File: src/scc_pkg.sv
// constants shared by the system control coprocessor block
package scc_pkg;
  // register indices; byte address is four times the index
  localparam logic [5:0] IDX_ISPACE_BASE = 6'h00;
  localparam logic [5:0] IDX_ISPACE_LIMIT = 6'h01;
  localparam logic [5:0] IDX_DSPACE_BASE = 6'h02;
  localparam logic [5:0] IDX_DSPACE_LIMIT = 6'h03;
  localparam logic [5:0] IDX_FAULT_VADDR = 6'h08;
  localparam logic [5:0] IDX_CYCLE_COUNT = 6'h09;
  localparam logic [5:0] IDX_TIMER_CMP = 6'h0b;
  localparam logic [5:0] IDX_STATUS = 6'h0c;
  localparam logic [5:0] IDX_EXC_CAUSE = 6'h0d;
  localparam logic [5:0] IDX_EXC_PC = 6'h0e;
  localparam logic [5:0] IDX_PROC_ID = 6'h0f;
  localparam logic [5:0] IDX_SYS_ATTR = 6'h10;
  localparam logic [5:0] IDX_REGION_POLICY = 6'h11;
  localparam logic [5:0] IDX_INSTR_BREAKPOINT_ADDR = 6'h12;
  localparam logic [5:0] IDX_DATA_BREAKPOINT_ADDR = 6'h13;
  localparam logic [5:0] IDX_DIAG_CHECK = 6'h1a;
  localparam logic [5:0] IDX_CACHE_FAULT = 6'h1b;
  localparam logic [5:0] IDX_TAG_LOW = 6'h1c;
  localparam logic [5:0] IDX_ERR_PC = 6'h1e;
  localparam logic [5:0] IDX_IRQ_STATUS = 6'h20;
  localparam logic [5:0] IDX_IRQ_MASK = 6'h21;
  // status register bit positions
  localparam int ST_USER = 0;
  localparam int ST_FPU_EN = 1;
  localparam int ST_CTL_USER_OK = 2;
  localparam int ST_WATCH_EN = 3;
  localparam int ST_IVEC_EN = 4;
  localparam logic [31:0] STATUS_RESET = 32'h0000_0000;
  // cause register fields
  localparam int CAUSE_TIMER = 15;
  localparam int CAUSE_CODE_LSB = 2;
  localparam logic [4:0] EXC_CODE_INT = 5'h00;
  // interrupt event bits
  localparam int EV_TIMER = 0;
  localparam int EV_ADDR = 1;
  localparam int EV_WATCH = 2;
  localparam int NUM_EV = 3;
  // exception vectors and kernel segment mapping
  localparam logic [31:0] VEC_GENERAL = 32'h8000_0180;
  localparam logic [31:0] VEC_INTERRUPT = 32'h8000_0200;
  localparam logic [31:0] KSEG_PHYS_MASK = 32'h1fff_ffff;
  localparam int COUNT_DIV = 2;
  localparam logic [1:0] RESP_OKAY = 2'h0;
  localparam logic [31:0] ZERO32 = 32'h0000_0000;
endpackage

File: src/scc_top.sv
// system control coprocessor: control registers, translation, timer, watch
//
// Our own choice: register access over AXI4-Lite.
`timescale 1ns/1ps
`default_nettype none
// Notes on behaviour
// - cycle counter advances once every two clock cycles.
// - counter reaching the compare value raises the timer interrupt.
// - an address fault captures its virtual address in faulting_vaddr, the data one if both fault.
// - region_cache_policy holds one attribute per 512MB region, eight regions.
// - reset and every recognised exception put the device in kernel mode.
// - kernel mode reaches all space and registers; ST_FPU_EN alone gates float coprocessor use, in either mode.
// - user mode is limited to user space; control access may be inhibited.
// - upper half of space is kernel only; user access there faults.
// - user fetches check the instruction limit, loads and stores the data limit.
// - in-bounds user address plus matching base gives the physical address.
// - out-of-bounds user address signals an address fault instead.
// - kernel segment addresses skip base and limit, fixed mapping.
// - enabled watch matches on fetch or data address cause an exception.
// - with the dedicated vector enabled, interrupts go there, else general vector.
// - exception pc goes to exception_return_pc, cache errors to error_return_pc.
module scc_top #(
  parameter logic [31:0] PROC_ID = 32'h0000_0a01 // arbitrary identity value
) (
  // clock and reset
  input wire logic clock_in,
  input wire logic rst_n_in,
  // axi4-lite write address, data and response
  input wire logic awvalid_in,
  input wire logic [7:0] awaddr_in,
  output logic awready_out,
  input wire logic wvalid_in,
  input wire logic [31:0] wdata_in,
  input wire logic [3:0] wstrb_in,
  output logic wready_out,
  output logic bvalid_out,
  output logic [1:0] bresp_out,
  input wire logic bready_in,
  // axi4-lite read
  input wire logic arvalid_in,
  input wire logic [7:0] araddr_in,
  output logic arready_out,
  output logic rvalid_out,
  output logic [31:0] rdata_out,
  output logic [1:0] rresp_out,
  input wire logic rready_in,
  // pipeline accesses
  input wire logic fetch_valid_in,
  input wire logic [31:0] fetch_vaddr_in,
  input wire logic data_valid_in,
  input wire logic [31:0] data_vaddr_in,
  // pipeline exception report
  input wire logic exc_take_in,
  input wire logic [4:0] exc_code_in,
  input wire logic [31:0] exc_pc_in,
  input wire logic exc_cache_err_in,
  input wire logic [31:0] cache_err_info_in,
  // translation results
  output logic fetch_valid_out,
  output logic [31:0] fetch_paddr_out,
  output logic fetch_fault_out,
  output logic data_valid_out,
  output logic [31:0] data_paddr_out,
  output logic data_fault_out,
  output logic watch_exc_out,
  // mode and exception outputs
  output logic user_mode_out,
  output logic ctl_usable_out,
  output logic fpu_usable_out,
  output logic [31:0] exc_vector_out,
  output logic irq_out
);
  import scc_pkg::*;

  typedef struct packed {
    logic aw_held;
    logic [5:0] aw_idx;
    logic aw_rdy;
    logic w_held;
    logic [31:0] w_data;
    logic [3:0] w_strb;
    logic w_rdy;
    logic bvalid;
    logic ar_rdy;
    logic rvalid;
    logic [31:0] rdata;
    logic [31:0] instr_space_base;
    logic [31:0] instr_space_limit;
    logic [31:0] data_space_base;
    logic [31:0] data_space_limit;
    logic [31:0] badva;
    logic [31:0] count;
    logic [31:0] compare;
    logic [31:0] status;
    logic [31:0] cause;
    logic [31:0] exception_return_pc;
    logic [31:0] sysattr;
    logic [31:0] region_cache_policy;
    logic [31:0] instr_breakpoint_addr;
    logic [31:0] data_breakpoint_addr;
    logic [31:0] ecc;
    logic [31:0] cerr;
    logic [31:0] cache_tag_low;
    logic [31:0] errpc;
    logic [NUM_EV-1:0] irq_st;
    logic [NUM_EV-1:0] irq_mask;
    logic half;
    logic f_valid;
    logic [31:0] f_paddr;
    logic f_fault;
    logic d_valid;
    logic [31:0] d_paddr;
    logic d_fault;
    logic watch_exc;
    logic ctl_ok;
    logic [31:0] exc_vec;
    logic irq;
  } scc_state_t;

  scc_state_t s;
  scc_state_t next_s;
  logic [31:0] xi_paddr;
  logic [31:0] xd_paddr;
  logic xi_fault;
  logic xd_fault;
  logic xi_watch;
  logic xd_watch;
  logic wr_commit;
  logic count_written;
  logic timer_hit;
  logic [31:0] rd_mux;

  // byte-lane merge for register writes
  function automatic logic [31:0] merge(input logic [31:0] old, input logic [31:0] d,
                                        input logic [3:0] strb);
    logic [31:0] r;
    r = old;
    for (int i = 0; i < 4; i++) begin
      if (strb[i]) begin
        r[i*8 +: 8] = d[i*8 +: 8];
      end
    end
    return r;
  endfunction

  // instruction stream uses the instruction base and limit
  scc_xlate u_xlate_i (
    .vaddr_in(fetch_vaddr_in),
    .user_in(s.status[ST_USER]),
    .base_in(s.instr_space_base),
    .limit_in(s.instr_space_limit),
    .watch_addr_in(s.instr_breakpoint_addr),
    .watch_en_in(s.status[ST_WATCH_EN]),
    .paddr_out(xi_paddr),
    .fault_out(xi_fault),
    .watch_hit_out(xi_watch)
  );

  // data stream uses the data base and limit
  scc_xlate u_xlate_d (
    .vaddr_in(data_vaddr_in),
    .user_in(s.status[ST_USER]),
    .base_in(s.data_space_base),
    .limit_in(s.data_space_limit),
    .watch_addr_in(s.data_breakpoint_addr),
    .watch_en_in(s.status[ST_WATCH_EN]),
    .paddr_out(xd_paddr),
    .fault_out(xd_fault),
    .watch_hit_out(xd_watch)
  );

  // register read decode; unused numbers read zero
  always_comb begin
    case (araddr_in[7:2])
      IDX_ISPACE_BASE: rd_mux = s.instr_space_base;
      IDX_ISPACE_LIMIT: rd_mux = s.instr_space_limit;
      IDX_DSPACE_BASE: rd_mux = s.data_space_base;
      IDX_DSPACE_LIMIT: rd_mux = s.data_space_limit;
      IDX_FAULT_VADDR: rd_mux = s.badva;
      IDX_CYCLE_COUNT: rd_mux = s.count;
      IDX_TIMER_CMP: rd_mux = s.compare;
      IDX_STATUS: rd_mux = s.status;
      IDX_EXC_CAUSE: rd_mux = s.cause;
      IDX_EXC_PC: rd_mux = s.exception_return_pc;
      IDX_PROC_ID: rd_mux = PROC_ID;
      IDX_SYS_ATTR: rd_mux = s.sysattr;
      IDX_REGION_POLICY: rd_mux = s.region_cache_policy;
      IDX_INSTR_BREAKPOINT_ADDR: rd_mux = s.instr_breakpoint_addr;
      IDX_DATA_BREAKPOINT_ADDR: rd_mux = s.data_breakpoint_addr;
      IDX_DIAG_CHECK: rd_mux = s.ecc;
      IDX_CACHE_FAULT: rd_mux = s.cerr;
      IDX_TAG_LOW: rd_mux = s.cache_tag_low;
      IDX_ERR_PC: rd_mux = s.errpc;
      IDX_IRQ_STATUS: rd_mux = {29'h0000_0000, s.irq_st};
      IDX_IRQ_MASK: rd_mux = {29'h0000_0000, s.irq_mask};
      default: rd_mux = ZERO32;
    endcase
  end

  // write happens once address and data are both held
  assign wr_commit = s.aw_held && s.w_held && !s.bvalid;
  assign count_written = wr_commit && (s.aw_idx == IDX_CYCLE_COUNT);
  // counter steps on odd cycles; match taken as it steps onto compare
  assign timer_hit = s.half && !count_written && ((s.count + 32'h0000_0001) == s.compare);

  // next-state logic
  always_comb begin
    next_s = s;
    // axi write address and data capture
    if (awvalid_in && s.aw_rdy) begin
      next_s.aw_held = 1'b1;
      next_s.aw_idx = awaddr_in[7:2];
    end
    if (wvalid_in && s.w_rdy) begin
      next_s.w_held = 1'b1;
      next_s.w_data = wdata_in;
      next_s.w_strb = wstrb_in;
    end
    if (s.bvalid && bready_in) begin
      next_s.bvalid = 1'b0;
    end
    // cycle counter at half rate
    next_s.half = !s.half;
    if (s.half) begin
      next_s.count = s.count + 32'h0000_0001;
    end
    // register writes
    if (wr_commit) begin
      next_s.aw_held = 1'b0;
      next_s.w_held = 1'b0;
      next_s.bvalid = 1'b1;
      case (s.aw_idx)
        IDX_ISPACE_BASE: next_s.instr_space_base = merge(s.instr_space_base, s.w_data, s.w_strb);
        IDX_ISPACE_LIMIT: next_s.instr_space_limit = merge(s.instr_space_limit, s.w_data, s.w_strb);
        IDX_DSPACE_BASE: next_s.data_space_base = merge(s.data_space_base, s.w_data, s.w_strb);
        IDX_DSPACE_LIMIT: next_s.data_space_limit = merge(s.data_space_limit, s.w_data, s.w_strb);
        IDX_CYCLE_COUNT: next_s.count = merge(s.count, s.w_data, s.w_strb);
        IDX_TIMER_CMP: begin
          next_s.compare = merge(s.compare, s.w_data, s.w_strb);
          next_s.cause[CAUSE_TIMER] = 1'b0;
        end
        IDX_STATUS: next_s.status = merge(s.status, s.w_data, s.w_strb);
        IDX_EXC_PC: next_s.exception_return_pc = merge(s.exception_return_pc, s.w_data, s.w_strb);
        IDX_SYS_ATTR: next_s.sysattr = merge(s.sysattr, s.w_data, s.w_strb);
        IDX_REGION_POLICY: next_s.region_cache_policy = merge(s.region_cache_policy, s.w_data, s.w_strb);
        IDX_INSTR_BREAKPOINT_ADDR: next_s.instr_breakpoint_addr = merge(s.instr_breakpoint_addr, s.w_data, s.w_strb);
        IDX_DATA_BREAKPOINT_ADDR: next_s.data_breakpoint_addr = merge(s.data_breakpoint_addr, s.w_data, s.w_strb);
        IDX_DIAG_CHECK: next_s.ecc = merge(s.ecc, s.w_data, s.w_strb);
        IDX_TAG_LOW: next_s.cache_tag_low = merge(s.cache_tag_low, s.w_data, s.w_strb);
        IDX_ERR_PC: next_s.errpc = merge(s.errpc, s.w_data, s.w_strb);
        IDX_IRQ_STATUS: next_s.irq_st = s.irq_st & ~s.w_data[NUM_EV-1:0];
        IDX_IRQ_MASK: next_s.irq_mask = s.w_data[NUM_EV-1:0];
        default: next_s.irq_mask = next_s.irq_mask; // read-only or unused
      endcase
    end
    // axi read: one beat held until taken
    if (s.rvalid && rready_in) begin
      next_s.rvalid = 1'b0;
    end
    if (arvalid_in && s.ar_rdy) begin
      next_s.rvalid = 1'b1;
      next_s.rdata = rd_mux;
    end
    // translation results, one cycle after the request
    next_s.f_valid = fetch_valid_in;
    next_s.f_paddr = xi_paddr;
    next_s.f_fault = fetch_valid_in && xi_fault;
    next_s.d_valid = data_valid_in;
    next_s.d_paddr = xd_paddr;
    next_s.d_fault = data_valid_in && xd_fault;
    next_s.watch_exc = (fetch_valid_in && xi_watch) || (data_valid_in && xd_watch);
    // fault address capture, data side takes priority
    if (data_valid_in && xd_fault) begin
      next_s.badva = data_vaddr_in;
    end else if (fetch_valid_in && xi_fault) begin
      next_s.badva = fetch_vaddr_in;
    end
    // hardware events win over software clears
    if (timer_hit) begin
      next_s.cause[CAUSE_TIMER] = 1'b1;
      next_s.irq_st[EV_TIMER] = 1'b1;
    end
    if (next_s.f_fault || next_s.d_fault) begin
      next_s.irq_st[EV_ADDR] = 1'b1;
    end
    if (next_s.watch_exc) begin
      next_s.irq_st[EV_WATCH] = 1'b1;
    end
    // exception recognised by the pipeline
    if (exc_take_in) begin
      next_s.status[ST_USER] = 1'b0;
      next_s.cause[CAUSE_CODE_LSB +: 5] = exc_code_in;
      if (exc_cache_err_in) begin
        next_s.errpc = exc_pc_in;
        next_s.cerr = cache_err_info_in;
      end else begin
        next_s.exception_return_pc = exc_pc_in;
      end
      if (exc_code_in == EXC_CODE_INT && s.status[ST_IVEC_EN]) begin
        next_s.exc_vec = VEC_INTERRUPT;
      end else begin
        next_s.exc_vec = VEC_GENERAL;
      end
    end
    // ready and derived outputs registered from the next state
    next_s.aw_rdy = !next_s.aw_held;
    next_s.w_rdy = !next_s.w_held;
    next_s.ar_rdy = !next_s.rvalid;
    next_s.ctl_ok = !next_s.status[ST_USER] || next_s.status[ST_CTL_USER_OK];
    next_s.irq = |(next_s.irq_st & next_s.irq_mask);
  end

  // state register; reset enters kernel mode
  always_ff @(posedge clock_in or negedge rst_n_in) begin
    if (!rst_n_in) begin
      s <= '0;
      s.status <= STATUS_RESET;
      s.aw_rdy <= 1'b1;
      s.w_rdy <= 1'b1;
      s.ar_rdy <= 1'b1;
      s.ctl_ok <= 1'b1;
      s.exc_vec <= VEC_GENERAL;
    end else begin
      s <= next_s;
    end
  end

  // outputs straight from state; both responses tied to RESP_OKAY
  assign awready_out = s.aw_rdy;
  assign wready_out = s.w_rdy;
  assign bvalid_out = s.bvalid;
  assign bresp_out = RESP_OKAY;
  assign arready_out = s.ar_rdy;
  assign rvalid_out = s.rvalid;
  assign rdata_out = s.rdata;
  assign rresp_out = RESP_OKAY;
  assign fetch_valid_out = s.f_valid;
  assign fetch_paddr_out = s.f_paddr;
  assign fetch_fault_out = s.f_fault;
  assign data_valid_out = s.d_valid;
  assign data_paddr_out = s.d_paddr;
  assign data_fault_out = s.d_fault;
  assign watch_exc_out = s.watch_exc;
  assign user_mode_out = s.status[ST_USER];
  assign ctl_usable_out = s.ctl_ok;
  assign fpu_usable_out = s.status[ST_FPU_EN];
  assign exc_vector_out = s.exc_vec;
  assign irq_out = s.irq;
endmodule
`default_nettype wire

File: src/scc_xlate.sv
// address translation, bound check and watch match for one access stream
`timescale 1ns/1ps
`default_nettype none
module scc_xlate (
  // access
  input wire logic [31:0] vaddr_in,
  input wire logic user_in,
  // base, limit and watch settings
  input wire logic [31:0] base_in,
  input wire logic [31:0] limit_in,
  input wire logic [31:0] watch_addr_in,
  input wire logic watch_en_in,
  // results
  output logic [31:0] paddr_out,
  output logic fault_out,
  output logic watch_hit_out
);
  import scc_pkg::*;
  logic kseg;
  // top half of the space is kernel only
  assign kseg = vaddr_in[31];
  // kernel addresses use a fixed map, user ones add the base
  always_comb begin
    if (kseg) begin
      paddr_out = vaddr_in & KSEG_PHYS_MASK;
    end else begin
      paddr_out = vaddr_in + base_in;
    end
  end
  // user fault: kernel segment or beyond the limit (limit itself is inside)
  assign fault_out = user_in && (kseg || (vaddr_in > limit_in));
  // watch compares the word address
  assign watch_hit_out = watch_en_in && (vaddr_in[31:2] == watch_addr_in[31:2]);
endmodule
`default_nettype wire

File: config.mk
export PLATFORM = sky130hd
export DESIGN_NAME = scc_top
export DESIGN_NICKNAME = d
export VERILOG_FILES = /design/src/scc_pkg.sv /design/src/scc_top.sv /design/src/scc_xlate.sv
export SDC_FILE = /design/constraint.sdc
export NUM_CORES = 2
export LEC_CHECK = 0
export BUFFER_PORTS_ARGS = -buffer_cell sky130_fd_sc_hd__buf_2
export CORE_ASPECT_RATIO = 0.7
export CORE_MARGIN = 4
export CORE_UTILIZATION = 32
export CTS_CLUSTER_DIAMETER = 200
export DETAILED_ROUTE_END_ITERATION = 8
export PLACE_DENSITY_LB_ADDON = 0.08
export SLEW_MARGIN = 25
export SYNTH_ARGS = -nofsm -noshare
export SYNTH_HDL_FRONTEND = slang
export SYNTH_SLANG_ARGS = --single-unit
export TNS_END_PERCENT = 100
File: constraint.sdc
create_clock -name clock_in -period 6.3 [get_ports clock_in]
set_clock_uncertainty 0.15 [all_clocks]
set_input_delay 1.26 -clock clock_in [delete_from_list [all_inputs] [get_ports clock_in]]
set_output_delay 1.26 -clock clock_in [all_outputs]
set_load 0.05 [all_outputs]
==> results.md <==
- Worst path max stage delay: 990 ps
- Worst Setup End Kind: register
- Layout Utilization: 0.3729
- Final non-filler cell total: 5405
- Most common cell after layout, fill and taps aside: dfrtp_1
- Port buffer count: 304
- P_int: 0.01149 W
- CP Launch Type: register
- Hold Slack: 309.8 ps
- Synth Register Bits: 711
- CTS Buf Count: 82
- # Max-Cap Violations: 0
- Half-perimeter wire length after placement: 122900 um
- Syn Area/Cell: 10.60 sq um
- GRT overflow: 0
- Crit path max fanout: 8
- Async S/R FF share, synth: 1.000
- Max Freq: 221.4 MHz
- Filler cells: 11990
- Gate power share: 0.300
- Vias: 30260
- Critical Path, Cell by Cell: ha_1 -> nand4_1 -> nor4_1 -> nand4_1 -> buf_4 -> o41ai_1 -> o211ai_1 -> nor4_1 -> nand4b_1 -> nand2_2 -> a221o_1
- Post-synthesis cell area: 38310 sq um
- Final Wtd Congestion: 0.9441
- Main synth FF type: dfrtp_1
- Die W: 421.6 um
- Status: finished, final reports clean
- Sequential element share of the synthesized area: 0.4646
- Die H: 297.5 um
- DR vias/cell: 5.598
- Clock transition at path regs: 60 ps
- Core area: 118000 sq um
- Num Clock Sinks: 711
- Period utilization: 0.7170
- Slew HR: 0.1989
- Drt total wl: 167400 um
- Worst Hold Class: reg -> reg
- Final setup viols: 0
- Top area cells in the synthesized netlist: dfrtp_1 46%, mux2_2 13%, ha_1 4.1%, nand2_1 3.1%, a22oi_1 3.0%
- Worst VDD drop: 0.0002495 V
- Clock Latency Late Sink: 710 ps
- Final Net Count: 4107
- Worst path slowest cell: nor4_1
- Slew @ Worst Pin: 1197 ps
- Final min period: 4517 ps
- Post-Place Worst Slack: 1213 ps
- Unrepaired setup endpoints after global routing: false
- Post-placement cell count: 5248
- Cell Rows: 105
- H-tree levels: 3
- Starting Density: 0.3248
- Most frequent cells in the layout: 706 x dfrtp_1, 442 x mux2_2, 313 x nand2_1, 303 x buf_2, 220 x o21ai_0
- Area growth from synthesis to layout: 14.84%
- Cts repair resizes: 0
- Root Buffer: clkbuf_16
- Clock share of power: 0.276
- Pwr dens: 436.2 nW/um^2
- Boundary Pins: 342
- Layout cell share with drive strength beyond 1: 0.2655
- Largest net degree at the start of global routing: 136
- Die area: 125400 sq um
- Cell taking the most area after synthesis: dfrtp_1
- YS warnings: 0
- Setup bufs post-CTS: 0
- Final WS setup: 1783 ps
- CTS tree: done
- Sum of negative setup slack: 0 ps
- Drt pass-1 iters: 6
- Max Transition Viols Final: 0
- Critical path class: reg -> reg
- Pleak: 20.19 nW
- Vias in the first global route: 29820
- Netlist cell types: 84
- First-iteration detailed-routing DRC count: 2927
- First-pass GRT wire length: 234700 um
- Sw Pwr: 0.007707 W
- Arr. time, crit path: 4990 ps
- Overall Global Routing Usage: 0.2599
- Drc violations: 0
- Post-Syn Instances: 3616
- Sw Share: 0.4015
- Number of synthesized flops with an enable pin: 0
- Share of the synthesized area in the top cell type: 0.4611
- Critical path required time: 6780 ps
- WL per Instance: 30.98 um
- Hold Fails Final Rpt: 0
- CTS hold repair buffers: 0
- Initial antenna violation count: 11
- Clk buf depth: 3
- Routed Antenna Nets: 0
- Sequential Power Share: 0.424
-- path summary, 6_finish.rpt --
path,cells past startpoint,end,start,slack [ps]
setup / recovery,11,irq_out,s[494],1780
hold / removal,2,rdata_out[21],rdata_out[21],310
setup reg to reg,11,irq_out,s[494],1780
hold reg to reg,2,rdata_out[21],rdata_out[21],310
max in group asynchronous,2,s[151],rst_n_in,4220
min in group asynchronous,1,fetch_paddr_out[26],rst_n_in,400
-- kinds of logic (layout without fill, tap and decap cells) --
| kind of cell | after synthesis | count (layout) | synth area share |
|---|---|---|---|
| xor+xnor | 145 | 145 | 0.03315 |
| mux | 548 | 548 | 0.1576 |
| flops | 711 | 711 | 0.4646 |
| simple gates | 836 | 836 | 0.1037 |
| buf+inv | 431 | 634 | 0.05571 |
| other cells | 2 | 37 | 0.0001960 |
| fa+ha+maj | 129 | 129 | 0.04252 |
| compound gates | 814 | 814 | 0.1426 |
-- cell usage after synthesis, types with 13 or more instances --
cell type and instances:
nor4_1 26, o21ai_0 220, a211oi_1 16, dfrtp_1 706
xor2_1 65, nand4_1 68, mux2i_1 105, and3_1 18
a22oi_1 155, nand2_1 314, buf_1 13, a21oi_1 133
a31oi_1 14, nor2_1 181, nor2b_1 25, clkbuf_1 168
nand2b_1 19, a22o_1 46, o21a_1 17, buf_4 132
nand3_1 70, ha_1 127, mux2_2 442, inv_1 106
nor3_1 37, xnor2_1 80, a21o_1 48, a221oi_1 53
a222oi_1 18
-- worst max-delay path, delay by kind of cell (launching register included) --
family	cells	cell delay [ps]
AND/OR/NAND/NOR	6	2660
adder cells (fa/ha/maj)	1	350
buffers and inverters	1	210
flip-flops	1	470
AO/OA/AOI/OAI	3	600
-- power by group through the flow --
stage,Sequential [W],Combinational (W),Clock [W]
global placement,0.00822,0.00564,0
CTS,0.00815,0.00571,0.00541
global route,0.00829,0.00624,0.00561
detailed placement,0.00823,0.00568,0
finish,0.00815,0.00575,0.00529
floorplan,0.00691,0.00465,0
-- metal layers --
metal	GRT usage	part of all wire	vias up	wire [um]
met1	0.3641	0.46	15690	76310
met4	0.06947	0.029	4	4790
met2	0.4128	0.46	976	76510
li1	-	-	13390	-
met5	0	0.00020	-	34
met3	0.04792	0.058	199	9786
-- layout make-up --
cell class | instances | area (sq um) | share of cell area
Inverter | 106 | 397.9 | 0.009043
Clock inverter | 31 | 435.4 | 0.009896
Timing Repair Buffer | 376 | 2225 | 0.05056
Sequential cell | 711 | 17800 | 0.4045
Multi-Input combinational cell | 2505 | 18680 | 0.4245
Antenna cell | 4 | 10.01 | 0.0002275
Tap cell | 1551 | 1941 | 0.04411
Clock buffer | 121 | 2512 | 0.05710
-- registers in the layout (all words and copies together), names as in the netlist, 2 cells and up --
| name | count |
|---|---|
| fetch_paddr_out | 32 |
| rdata_out | 32 |
| s | 599 |
| data_paddr_out | 32 |
| exc_vector_out | 2 |
-- through the flow --
step	area, sq um	total power [W]
after detailed placement	41010	0.01391
final	44000	0.01919
after global routing	43990	0.02013
after floorplan	38430	0.01156
after CTS	43960	0.01927
after global placement	40940	0.01386
(Power assumes the default switching activity.)
